===== src/include/adc_ovr_pkg.sv =====
package adc_ovr_pkg;

  // ==========================================================
  // Widths and sizes
  localparam int NUM_CH          = 4;
  localparam int SAMPLE_W        = 9;
  localparam int MAG_W           = 8;
  localparam int HOLD_SEL_W      = 3;
  localparam int HOLD_CNT_W      = 10;
  localparam int HOLD_LEN_W      = HOLD_CNT_W + 1;
  localparam int HOLD_BASE_SHIFT = 3;
  localparam int TRIM_W          = 6;
  localparam int TRIM_SLOTS      = 8;
  localparam int TRIM_IDX_W      = 3;
  localparam int CORE_W          = 3;
  localparam int CAL_CNT_W       = 16;
  localparam int CAL_STEP_DEFAULT = 1024;

  // ==========================================================
  // Sample codes
  localparam logic [SAMPLE_W-1:0] SAMPLE_MAX   = 9'h0ff;
  localparam logic [SAMPLE_W-1:0] SAMPLE_MIN   = 9'h100;
  localparam logic [SAMPLE_W-1:0] SAMPLE_ONE   = 9'h001;
  localparam logic [SAMPLE_W-1:0] OB_SIGN_FLIP = 9'h100;
  localparam logic [MAG_W-1:0]    MAG_MAX      = 8'hff;

  // ==========================================================
  // Core map, per channel D..A from the top
  localparam logic [CORE_W-1:0] CORES_QUAD   = 3'h6;
  localparam logic [CORE_W-1:0] CORES_DUAL   = 3'h3;
  localparam logic [CORE_W-1:0] CORES_SINGLE = 3'h2;
  localparam logic [NUM_CH*CORE_W-1:0] PRIMARY_CORES =
    {3'h5, 3'h4, 3'h1, 3'h0};
  localparam logic [NUM_CH*TRIM_IDX_W-1:0] TRIM_PRIMARY =
    {3'h7, 3'h6, 3'h1, 3'h0};
  localparam logic [NUM_CH*TRIM_IDX_W-1:0] TRIM_SPARE =
    {3'h5, 3'h4, 3'h3, 3'h2};
  localparam logic [NUM_CH-1:0] CH_EN_QUAD   = 4'hf;
  localparam logic [NUM_CH-1:0] CH_EN_DUAL   = 4'h3;
  localparam logic [NUM_CH-1:0] CH_EN_SINGLE = 4'h1;

  // ==========================================================
  // Types
  typedef enum logic [1:0] {
    VAR_QUAD   = 2'h0,
    VAR_DUAL   = 2'h1,
    VAR_SINGLE = 2'h2
  } variant_t;

  typedef enum logic [2:0] {
    CAL_IDLE = 3'h1,
    CAL_FORE = 3'h2,
    CAL_BACK = 3'h4
  } cal_state_t;

  // ==========================================================
  // Shared arithmetic
  function automatic logic [MAG_W-1:0] magnitude(
    input logic [SAMPLE_W-1:0] s);
    logic [SAMPLE_W-1:0] neg;
    neg = ~s + SAMPLE_ONE;
    if (!s[SAMPLE_W-1]) begin
      magnitude = s[MAG_W-1:0];
    end else if (neg[SAMPLE_W-1]) begin
      // Most negative code folds onto the top of the range
      magnitude = MAG_MAX;
    end else begin
      magnitude = neg[MAG_W-1:0];
    end
  endfunction

  function automatic logic [HOLD_LEN_W-1:0] hold_len(
    input logic [HOLD_SEL_W-1:0] sel);
    hold_len = HOLD_LEN_W'(1) << (HOLD_BASE_SHIFT + int'(sel));
  endfunction

endpackage


===== src/hdl/adc_overrange_detector.sv =====
`timescale 1ns/10ps
`default_nettype none
module adc_overrange_detector #(
  parameter int CAL_STEP_CYCLES = adc_ovr_pkg::CAL_STEP_DEFAULT
) (
  input  wire logic                               clk_sys_i,
  input  wire logic                               sys_rst_i,
  input  wire logic                               clk_en_i,
  input  wire logic [1:0]                         variant_i,
  input  wire logic [adc_ovr_pkg::SAMPLE_W-1:0]   raw_sample_a_i,
  input  wire logic [adc_ovr_pkg::SAMPLE_W-1:0]   raw_sample_b_i,
  input  wire logic [adc_ovr_pkg::SAMPLE_W-1:0]   raw_sample_c_i,
  input  wire logic [adc_ovr_pkg::SAMPLE_W-1:0]   raw_sample_d_i,
  input  wire logic                               overrange_detect_enable_i,
  input  wire logic [adc_ovr_pkg::MAG_W-1:0]      overrange_threshold_i,
  input  wire logic [adc_ovr_pkg::HOLD_SEL_W-1:0] overrange_hold_select_i,
  input  wire logic                               trim_wr_i,
  input  wire logic [adc_ovr_pkg::TRIM_IDX_W-1:0] trim_index_i,
  input  wire logic [adc_ovr_pkg::TRIM_W-1:0]     trim_value_i,
  input  wire logic                               cal_start_i,
  input  wire logic                               cal_background_i,
  output var  logic [adc_ovr_pkg::SAMPLE_W-1:0]   sample_a_o,
  output var  logic [adc_ovr_pkg::SAMPLE_W-1:0]   sample_b_o,
  output var  logic [adc_ovr_pkg::SAMPLE_W-1:0]   sample_c_o,
  output var  logic [adc_ovr_pkg::SAMPLE_W-1:0]   sample_d_o,
  output var  logic                               sample_valid_o,
  output var  logic                               overrange_out_a_o,
  output var  logic                               overrange_out_b_o,
  output var  logic                               overrange_out_c_o,
  output var  logic                               overrange_out_d_o,
  output var  logic                               cal_busy_o,
  output var  logic                               cal_done_o,
  output var  logic [adc_ovr_pkg::CORE_W-1:0]     core_under_cal_o
);

  localparam int NCH  = adc_ovr_pkg::NUM_CH;
  localparam int SW   = adc_ovr_pkg::SAMPLE_W;
  localparam int TW   = adc_ovr_pkg::TRIM_W;
  localparam int CW   = adc_ovr_pkg::CORE_W;
  localparam int IW   = adc_ovr_pkg::TRIM_IDX_W;
  localparam int CNTW = adc_ovr_pkg::CAL_CNT_W;

  // ==========================================================
  // Helpers
  function automatic logic [CW-1:0] core_count(input logic [1:0] v);
    case (v)
      adc_ovr_pkg::VAR_QUAD: core_count = adc_ovr_pkg::CORES_QUAD;
      adc_ovr_pkg::VAR_DUAL: core_count = adc_ovr_pkg::CORES_DUAL;
      default:               core_count = adc_ovr_pkg::CORES_SINGLE;
    endcase
  endfunction

  // Trim is signed; the sum saturates rather than wrapping past full scale
  function automatic logic [SW-1:0] trim_add(input logic [SW-1:0] s,
                                             input logic [TW-1:0] t);
    logic [SW:0] sum;
    sum = {s[SW-1], s} + {{(SW + 1 - TW){t[TW-1]}}, t};
    if (sum[SW] != sum[SW-1]) begin
      trim_add = sum[SW] ? adc_ovr_pkg::SAMPLE_MIN
                         : adc_ovr_pkg::SAMPLE_MAX;
    end else begin
      trim_add = sum[SW-1:0];
    end
  endfunction

  // ==========================================================
  // Calibration sequencer
  adc_ovr_pkg::cal_state_t cal_state;
  adc_ovr_pkg::cal_state_t next_cal_state;
  logic [CW-1:0]   cal_core;
  logic [CW-1:0]   next_cal_core;
  logic [CNTW-1:0] cal_cnt;
  logic [CNTW-1:0] next_cal_cnt;
  logic            next_cal_done;
  logic            step_end;
  logic            last_core;

  always_comb begin
    step_end  = (cal_cnt == CNTW'(CAL_STEP_CYCLES - 1));
    last_core = (cal_core == core_count(variant_i) - 1'b1);
    next_cal_state = cal_state;
    next_cal_core  = cal_core;
    next_cal_cnt   = cal_cnt;
    next_cal_done  = 1'b0;
    case (cal_state)
      adc_ovr_pkg::CAL_IDLE: begin
        next_cal_core = '0;
        next_cal_cnt  = '0;
        if (cal_start_i) begin
          next_cal_state = adc_ovr_pkg::CAL_FORE;
        end else if (cal_background_i) begin
          next_cal_state = adc_ovr_pkg::CAL_BACK;
        end
      end
      adc_ovr_pkg::CAL_FORE: begin
        next_cal_cnt = step_end ? '0 : cal_cnt + 1'b1;
        if (step_end && last_core) begin
          next_cal_state = adc_ovr_pkg::CAL_IDLE;
          next_cal_core  = '0;
          next_cal_done  = 1'b1;
        end else if (step_end) begin
          next_cal_core = cal_core + 1'b1;
        end
      end
      adc_ovr_pkg::CAL_BACK: begin
        // Rotate through every core, leaving only at a step boundary
        next_cal_cnt = step_end ? '0 : cal_cnt + 1'b1;
        if (step_end) begin
          next_cal_core = last_core ? '0 : cal_core + 1'b1;
          if (!cal_background_i) begin
            next_cal_state = adc_ovr_pkg::CAL_IDLE;
            next_cal_core  = '0;
            next_cal_done  = 1'b1;
          end
        end
      end
      default: begin
        next_cal_state = adc_ovr_pkg::CAL_IDLE;
        next_cal_core  = '0;
        next_cal_cnt   = '0;
      end
    endcase
  end

  always_ff @(posedge clk_sys_i or posedge sys_rst_i) begin
    if (sys_rst_i) begin
      cal_state  <= adc_ovr_pkg::CAL_IDLE;
      cal_core   <= '0;
      cal_cnt    <= '0;
      cal_done_o <= 1'b0;
      cal_busy_o <= 1'b0;
    end else if (clk_en_i) begin
      cal_state  <= next_cal_state;
      cal_core   <= next_cal_core;
      cal_cnt    <= next_cal_cnt;
      cal_done_o <= next_cal_done;
      cal_busy_o <= (next_cal_state != adc_ovr_pkg::CAL_IDLE);
    end
  end

  assign core_under_cal_o = cal_core;

  // ==========================================================
  // Offset trim table and channel enables
  logic [TW-1:0]  trim_mem      [adc_ovr_pkg::TRIM_SLOTS];
  logic [TW-1:0]  next_trim_mem [adc_ovr_pkg::TRIM_SLOTS];
  logic [NCH-1:0] ch_en;
  logic [NCH-1:0] next_ch_en;

  always_comb begin
    next_trim_mem = trim_mem;
    if (trim_wr_i) begin
      next_trim_mem[trim_index_i] = trim_value_i;
    end
    case (variant_i)
      adc_ovr_pkg::VAR_QUAD: next_ch_en = adc_ovr_pkg::CH_EN_QUAD;
      adc_ovr_pkg::VAR_DUAL: next_ch_en = adc_ovr_pkg::CH_EN_DUAL;
      default:               next_ch_en = adc_ovr_pkg::CH_EN_SINGLE;
    endcase
  end

  always_ff @(posedge clk_sys_i or posedge sys_rst_i) begin
    if (sys_rst_i) begin
      for (int i = 0; i < adc_ovr_pkg::TRIM_SLOTS; i++) begin
        trim_mem[i] <= '0;
      end
      ch_en <= '0;
    end else if (clk_en_i) begin
      trim_mem <= next_trim_mem;
      ch_en    <= next_ch_en;
    end
  end

  // ==========================================================
  // Sample pipeline: capture, code conversion, trim
  logic [SW-1:0]  raw       [NCH];
  logic [SW-1:0]  cap       [NCH];
  logic [SW-1:0]  next_cap  [NCH];
  logic [SW-1:0]  samp      [NCH];
  logic [SW-1:0]  next_samp [NCH];
  logic [NCH-1:0] on_spare;
  logic [IW-1:0]  slot      [NCH];
  logic           next_valid;

  assign raw[0] = raw_sample_a_i;
  assign raw[1] = raw_sample_b_i;
  assign raw[2] = raw_sample_c_i;
  assign raw[3] = raw_sample_d_i;

  always_comb begin
    for (int ch = 0; ch < NCH; ch++) begin
      // A channel whose own core is out for background calibration runs on the spare
      on_spare[ch] = (cal_state == adc_ovr_pkg::CAL_BACK) &&
        (cal_core == adc_ovr_pkg::PRIMARY_CORES[ch*CW +: CW]);
      slot[ch] = on_spare[ch] ? adc_ovr_pkg::TRIM_SPARE[ch*IW +: IW]
                              : adc_ovr_pkg::TRIM_PRIMARY[ch*IW +: IW];
      next_cap[ch]  = raw[ch];
      next_samp[ch] = trim_add(cap[ch] ^ adc_ovr_pkg::OB_SIGN_FLIP,
                               trim_mem[slot[ch]]);
    end
    next_valid = (next_cal_state != adc_ovr_pkg::CAL_FORE);
  end

  always_ff @(posedge clk_sys_i or posedge sys_rst_i) begin
    if (sys_rst_i) begin
      for (int ch = 0; ch < NCH; ch++) begin
        // Midscale code, so the first sample after reset reads as zero
        cap[ch]  <= adc_ovr_pkg::OB_SIGN_FLIP;
        samp[ch] <= '0;
      end
      sample_valid_o <= 1'b0;
    end else if (clk_en_i) begin
      cap            <= next_cap;
      samp           <= next_samp;
      sample_valid_o <= next_valid;
    end
  end

  assign sample_a_o = samp[0];
  assign sample_b_o = samp[1];
  assign sample_c_o = samp[2];
  assign sample_d_o = samp[3];

  // ==========================================================
  // Over-range channels, one shared threshold
  logic [NCH-1:0] ovr;

  for (genvar g = 0; g < NCH; g++) begin : g_ch
    overrange_channel u_ch (
      .clk_sys_i       (clk_sys_i),
      .sys_rst_i       (sys_rst_i),
      .clk_en_i        (clk_en_i),
      .chan_en_i       (ch_en[g]),
      .detect_enable_i (overrange_detect_enable_i),
      .sample_valid_i  (sample_valid_o),
      .sample_i        (samp[g]),
      .threshold_i     (overrange_threshold_i),
      .hold_select_i   (overrange_hold_select_i),
      .overrange_o     (ovr[g])
    );
  end

  // Flags leave straight from the channel flip-flops
  assign overrange_out_a_o = ovr[0];
  assign overrange_out_b_o = ovr[1];
  assign overrange_out_c_o = ovr[2];
  assign overrange_out_d_o = ovr[3];
endmodule
`default_nettype wire


===== src/hdl/overrange_channel.sv =====
`timescale 1ns/10ps
`default_nettype none
module overrange_channel (
  input  wire logic                               clk_sys_i,
  input  wire logic                               sys_rst_i,
  input  wire logic                               clk_en_i,
  input  wire logic                               chan_en_i,
  input  wire logic                               detect_enable_i,
  input  wire logic                               sample_valid_i,
  input  wire logic [adc_ovr_pkg::SAMPLE_W-1:0]   sample_i,
  input  wire logic [adc_ovr_pkg::MAG_W-1:0]      threshold_i,
  input  wire logic [adc_ovr_pkg::HOLD_SEL_W-1:0] hold_select_i,
  output var  logic                               overrange_o
);

  logic [adc_ovr_pkg::MAG_W-1:0]      mag;
  logic                               hit;
  logic                               active;
  logic [adc_ovr_pkg::HOLD_CNT_W-1:0] hold_cnt;
  logic [adc_ovr_pkg::HOLD_CNT_W-1:0] next_hold_cnt;
  logic                               next_overrange;
  logic [adc_ovr_pkg::HOLD_LEN_W-1:0] len;

  // ==========================================================
  // Detection
  always_comb begin
    mag    = adc_ovr_pkg::magnitude(sample_i);
    active = detect_enable_i && chan_en_i;
    hit    = active && sample_valid_i && (mag >= threshold_i);
    len    = adc_ovr_pkg::hold_len(hold_select_i);
    next_hold_cnt  = hold_cnt;
    next_overrange = overrange_o;
    if (!active) begin
      next_hold_cnt  = '0;
      next_overrange = 1'b0;
    end else if (hit) begin
      // Any crossing reloads the full count
      next_hold_cnt  = adc_ovr_pkg::HOLD_CNT_W'(len - 1'b1);
      next_overrange = 1'b1;
    end else if (hold_cnt != '0) begin
      next_hold_cnt  = hold_cnt - 1'b1;
    end else begin
      next_overrange = 1'b0;
    end
  end

  always_ff @(posedge clk_sys_i or posedge sys_rst_i) begin
    if (sys_rst_i) begin
      hold_cnt    <= '0;
      overrange_o <= 1'b0;
    end else if (clk_en_i) begin
      hold_cnt    <= next_hold_cnt;
      overrange_o <= next_overrange;
    end
  end

  // ==========================================================
  // Checks
  logic [adc_ovr_pkg::HOLD_LEN_W-1:0] age;

  always_ff @(posedge clk_sys_i or posedge sys_rst_i) begin
    if (sys_rst_i) begin
      age <= '0;
    end else if (clk_en_i) begin
      if (hit) begin
        age <= '0;
      end else if (age != '1) begin
        age <= age + 1'b1;
      end
    end
  end
endmodule
`default_nettype wire


===== config.mk =====
export PLATFORM = sky130hd
export DESIGN_NAME = adc_overrange_detector
export DESIGN_NICKNAME = d
export VERILOG_FILES = /design/src/include/adc_ovr_pkg.sv /design/src/hdl/adc_overrange_detector.sv /design/src/hdl/overrange_channel.sv
export SDC_FILE = /design/constraint.sdc
export NUM_CORES = 1
export LEC_CHECK = 0
export ABC_AREA = 1
export BUFFER_PORTS_ARGS = -buffer_cell sky130_fd_sc_hd__buf_2
export CORE_MARGIN = 3
export CORE_UTILIZATION = 40
export DETAILED_ROUTE_END_ITERATION = 10
export PLACE_DENSITY = 0.67
export SYNTH_ARGS = -nofsm -noshare
export SYNTH_HDL_FRONTEND = slang
export SYNTH_SLANG_ARGS = --single-unit

===== constraint.sdc =====
create_clock -name clk_sys_i -period 11.5 [get_ports clk_sys_i]
set_clock_uncertainty 0.05 [all_clocks]
set_input_delay 2.3 -clock clk_sys_i [delete_from_list [all_inputs] [get_ports clk_sys_i]]
set_output_delay 2.3 -clock clk_sys_i [all_outputs]
set_load 0.02 [all_outputs]

Word level (Yosys, flattened, before mapping)
Cells that the tools add are included.
W data, S select, Z words.
{"block": "totals", "register_bits": 193, "in_bits": 65, "out_inout_bits": 46}
{"block": "classes", "add_sub_neg": 17, "order_cmp": 10, "eq_ne": 25, "n_shift": 1, "n_mux": 79, "bitwise": 13, "n_reduce_logical": 35}
{"op": "$mux W10", "n": 12}
{"op": "$bmux W6 S3", "n": 4}
{"op": "$mux W9", "n": 8}
{"op": "$mux W8", "n": 8}
{"op": "$mux W6", "n": 9}
{"op": "$sub A10 B1 Y10 const B", "n": 5}
{"op": "$bwmux W48", "n": 1}
{"op": "$add A9 B6 Y10", "n": 4}
{"op": "$reduce_bool A10 Y1", "n": 4}
{"op": "$add A9 B1 Y9 const B", "n": 4}
{"op": "$not A9 Y9", "n": 4}
{"op": "$ge A8 B8 Y1", "n": 4}
{"op": "$mux W16", "n": 2}
{"op": "$shl A1 B32 Y10 const A", "n": 1}
{"op": "$mux W3", "n": 10}
{"op": "$ne A3 B2 Y1 const B", "n": 9}
{"op": "$ge A4 B4 Y1 const B", "n": 5}
{"op": "$demux W6 S3", "n": 1}
{"op": "$logic_and A1 B1 Y1", "n": 18}
{"op": "$reduce_and A2 Y1", "n": 9}
{"op": "$add A16 B1 Y16 const B", "n": 1}
{"op": "$eq A16 B10 Y1 const B", "n": 1}
{"op": "$mux W1", "n": 15}
{"op": "$not A3 Y4", "n": 3}
{"op": "other kinds (24)", "n": 38}

Longest topological paths before layout
{"block": "depth", "depth_word": 10, "mapped_depth": 22, "ltp_nobuf": 21}

Hierarchy
From an unflattened synthesis, not the netlist that was laid out.
{"block": "hier_totals", "cells_unflattened": 1860, "area_unflattened_um2": 13571.8}
{"mod": "adc_overrange_detector", "n_inst": 1, "cells_per_inst": 1024, "area_per_inst_um2": 8196.6}
{"mod": "overrange_channel at g_ch[0].u_ch ...", "n_inst": 3, "cells_per_inst": 208, "area_per_inst_um2": 1342.5}
{"mod": "overrange_channel at g_ch[3].u_ch", "n_inst": 1, "cells_per_inst": 212, "area_per_inst_um2": 1347.5}

Worst setup path after synthesis
Ideal clock, no wire load.
{"block": "synth_path", "path_type": "input port to flip-flop", "from": "in overrange_threshold_i[7] (netlist name)", "to": "reg g_ch[3].u_ch.hold_cnt[8] (netlist name)", "setup_ps": 117, "arrival_time_ps": 3575, "t_required_ps": 11333, "slack_ps": 7759, "cell_stages": 12, "cell_sequence": "inv_1 > ha_1 > a21o_1 > nor2_1 > nand3_2 > nand2_1 > buf_2 > inv_2 > nor2_1 > nor2_1 > nand2_1 > nand2_1"}
{"block": "synth_via", "elab_chain_len": 4}
{"item": "start: declaration", "line_no": "adc_overrange_detector.sv:15", "rtl": "input wire logic [adc_ovr_pkg::MAG_W-1:0] overrange_threshold_i,"}
{"item": "$ge A8 B8 Y1 (*)", "line_no": "overrange_channel.sv:29", "rtl": "hit = active && sample_valid_i && (mag >= threshold_i);"}
{"item": "$logic_and A1 B1 Y1 (*)", "line_no": "overrange_channel.sv:29"}
{"item": "$ne A3 B2 Y1 (no source line) or $mux W10 (tied branches)"}
{"item": "$reduce_and A2 Y1 (no source line) or $mux W10 (tied branches)"}
{"item": "end signal: assignment", "line_no": "overrange_channel.sv:52", "rtl": "hold_cnt <= next_hold_cnt;"}
{"item": "end: declaration", "line_no": "overrange_channel.sv:19", "rtl": "logic [adc_ovr_pkg::HOLD_CNT_W-1:0] hold_cnt;"}
Every way passes the cells marked *; elsewhere a longest branch is shown, timed or not.
A chain may end at the register's enable or synchronous reset.

Worst setup path after layout
{"block": "layout_path", "from": "in overrange_threshold_i[7] (netlist name)", "to": "reg g_ch[1].u_ch.hold_cnt[2] (netlist name)"}
{"block": "layout_via", "elab_chain_len": 4}
{"item": "$ge A8 B8 Y1 (*)", "line_no": "overrange_channel.sv:29"}
{"item": "$logic_and A1 B1 Y1 (*)", "line_no": "overrange_channel.sv:29"}
{"item": "$ne A3 B2 Y1 (no source line) or $mux W10 (tied branches)"}
{"item": "$reduce_and A2 Y1 (no source line) or $mux W10 (tied branches)"}
{"item": "end signal: assignment", "line_no": "overrange_channel.sv:52"}
{"item": "end: declaration", "line_no": "overrange_channel.sv:19"}
Marks and branches as above.

==> impl_metrics.py <==
metrics = {
    "routing": {
        "wl_met1_mm": 16.6,
        "drc": 0,
        "wl_per_cell_um": 14.4,
        "dr.pass1.iters": 5,
        "vias_per_cell": 4.98,
        "wl_mm": 33.1,
        "dr_wl_met3_mm": 1.12,
        "ant_nets": 0,
        "vias": 11500,
        "wl_met2_mm": 14.6,
        "highest_layer": "met4",
        "drtIter0Drc": 944,
    },
    "yosys": {
        "yosys.area.top_type": "dfrtp_1",
        "synth_top_area_share": 0.361,
        "syn_inst": 1797,
        "synthArstFlopShare": 1.00,
        "ys_seq_elements": 192,
        "yosys_warnings": 0,
        "synth_cell_types": 45,
        "ys_seq_area_frac": 0.371,
        "synth_area_leaders": "dfrtp_1 (36%), nand2_1 (16%), ha_1 (7.8%), inv_1 (6.3%), nand3_1 (6.0%)",
        "synth_edf_count": 0,
        "synth-main-ff-cell": "dfrtp_1",
        "netlist_area_mm2": 0.0130,
        "avgSynthCellArea_um2": 7.21,
    },
    "pwr": {
        "peakVddDrop_v": 0.000126,
        "power.leakage_nw": 7.71,
        "total_power_mw": 3.14,
        "cellPowerDensity_mw_per_mm2": 218,
    },
    "timing": {
        "timing.final.crit_share": 0.366,
        "maxSlewHeadroom": 0.344,
        "final_max_slew_viol_count": 0,
        "worst_pin_slew_ps": 984,
        "rsz0062_at_grt": "no",
        "finalSetupViolations": 0,
        "finalHoldViolations": 0,
        "clock.fmax_mhz": 237,
        "setup_tns_ps": 0,
        "finalCriticalPeriod_ps": 4210,
    },
    "cells_and_area": {
        "syn_to_final_growth_pct": 11.2,
        "fin_area_mm2": 0.0144,
        "fin_cells": 2302,
        "drive_gt1_frac": 0.114,
        "nets": 2037,
        "diodes": 0,
    },
    "clock_network": {
        "clock_latency_ps": 450,
        "clockBufferDepth": 2,
        "clkTransAtPathRegs_ps": 80,
        "cts_resized": 0,
        "cts_root_buf": "clkbuf_16",
        "post_cts_buffers": 0,
        "cts_buffers": 17,
        "cts_sinks": 192,
        "cts_tree": "done",
        "hold_buffers": 0,
        "cts_max_level": 4,
    },
    "worst_hold_path": {
        "worstHoldEndpoint": "cal_cnt[11]",
        "hp-start": "cal_cnt[11]",
        "whs_path_depth": 1,
        "worstHoldPathType": "reg -> reg",
    },
    "global_route": {
        "grt_pass1_vias": 10800,
        "grt_max_degree": 114,
        "grt_antenna_before_repair": 0,
        "grt_pass1_wl_mm": 54.3,
        "grt_overflow": 0,
        "grt_use_total": 0.195,
    },
    "setup_path": {
        "cp_max_fo": 12,
        "r2r.worst_path.cells": 19,
        "worstPathRequired_ps": 11820,
        "arrival_ps": 4540,
        "cp-end-kind": "register",
        "reg2reg_to": "g_ch[3].u_ch.hold_cnt[4]",
        "crit_path_start_kind": "input port",
        "crit_type": "in -> reg",
        "r2r_slack_ps": 7800,
        "rr_startpoint": "sample_d_o[1]",
    },
    "floorplanning": {
        "core_mm2": 0.0317,
        "fp.dieArea_mm2": 0.0346,
        "pin_count": 111,
        "row_count": 65,
        "chipHeight_um": 186,
        "die_w_um": 186,
        "initial_utilization": 0.408,
    },
    "placement": {
        "detailed_place_hpwl_mm": 24.7,
        "routabilityCongestion": 0.883,
        "post_dp_cell_area_mm2": 0.0138,
        "dp.cells": 2270,
        "port_buffers": 110,
    },
    "flow_run": {
        "maxCapViolations": 0,
    },
    "status": {
        "status": "finished, final reports clean",
    },
}
==> cell usage after synthesis, types with 6 or more instances <==
master    number
nor2_1       135
o21ai_1       14
dfrtp_1      187
nand3b_1      13
xor2_1        41
nor3_1        23
a31oi_1        6
nand4_1       12
nand3_1      155
nand3_2       11
inv_1        219
or2_2          8
buf_2         15
ha_1          81
xnor2_1       14
mux2_2        20
o21ai_0      127
clkbuf_1      20
a21oi_1       80
nor2_2         8
o21a_1         6
nand2_1      553
==> worst max path at each step <==
stage / from / end / slack [ps] / cells past startpoint
after floorplan: sys_rst_i / cal_busy_o / 3930 / 1
after global placement: overrange_threshold_i[7] / g_ch[1].u_ch.hold_cnt[1] / 6940 / 11
after detailed placement: overrange_threshold_i[1] / g_ch[1].u_ch.hold_cnt[1] / 6900 / 11
after CTS: overrange_threshold_i[1] / g_ch[1].u_ch.hold_cnt[2] / 7350 / 11
after global routing: overrange_threshold_i[3] / g_ch[1].u_ch.hold_cnt[9] / 7080 / 11
final: overrange_threshold_i[7] / g_ch[1].u_ch.hold_cnt[2] / 7290 / 11
==> cell type report <==
type | count | area [um^2]
Clock inverter | 13 | 141
Tap cell | 402 | 503
Sequential cell | 192 | 4810
Timing Repair Buffer | 113 | 576
Clock buffer | 19 | 433
Multi-Input combinational cell | 1337 | 7090
Inverter | 226 | 856
Fill cell | 3247 | 17300
==> metal layers <==
metal / GRT usage / up-vias
met2: 0.301 / 233
met4: 0.0596 / 0
li1: - / 5957
met3: 0.0266 / 36
met5: 0 / -
met1: 0.284 / 5236
==> flip-flops by register name (all words and copies together), names as in the netlist <==
| signal | cells |
|---|---|
| cal_done_o | 1 |
| ch_en | 3 |
| sample_b_o | 9 |
| cal_cnt | 16 |
| g_ch.u_ch.hold_cnt | 40 |
| sample_a_o | 9 |
| g_ch.u_ch.overrange_o | 4 |
| trim_mem | 48 |
| cal_state | 3 |
| core_under_cal_o | 3 |
| sample_d_o | 9 |
| sample_valid_o | 1 |
| cap | 36 |
| sample_c_o | 9 |
| cal_busy_o | 1 |
==> per-stage QoR <==
stage	setup WS [ps]	util	hold slack [ps]
after CTS	7350	0.454	414
final	7290	0.454	412
after global placement	6940	0.436	399
after global routing	7080	0.454	444
after detailed placement	6900	0.436	403
after floorplan	3930	-	383
==> cell families after synthesis <==
logic type	share of synthesized area
simple gates	0.306
buf+inv	0.0818
compound gates	0.102
flops	0.371
fa+ha+maj	0.0844
xor+xnor	0.0372
mux	0.0174
other cells	0.000289
==> cell usage in the layout (no fill, tap or decap), drive strengths merged, types with 24 or more instances in the layout <==
cell type  instances
nand2            559
inv              232
dfrtp            187
nand3            166
nor2             143
o21ai            143
buf              113
a21oi             83
ha                81
xor2              41
nor3              24
==> power by group <==
group / switching (mW) / total (mW) / internal (mW)
sequential: 0.184 / 1.02 / 0.840
clock: 0.305 / 0.596 / 0.291
combinational: 0.967 / 1.52 / 0.552
total: 1.46 / 3.14 / 1.68
==> worst max-delay path, cell delays in order <==
cell     delay [ps]
buf_2            80
inv_1            80
ha_1            310
nand2_1          70
nor2_1          140
nand4_1          90
nand3_1         380
nand3_1         520
nand2_2         360
nand3_1         110
nand2_1          90
Note: power is estimated with default switching activity, not from simulation.
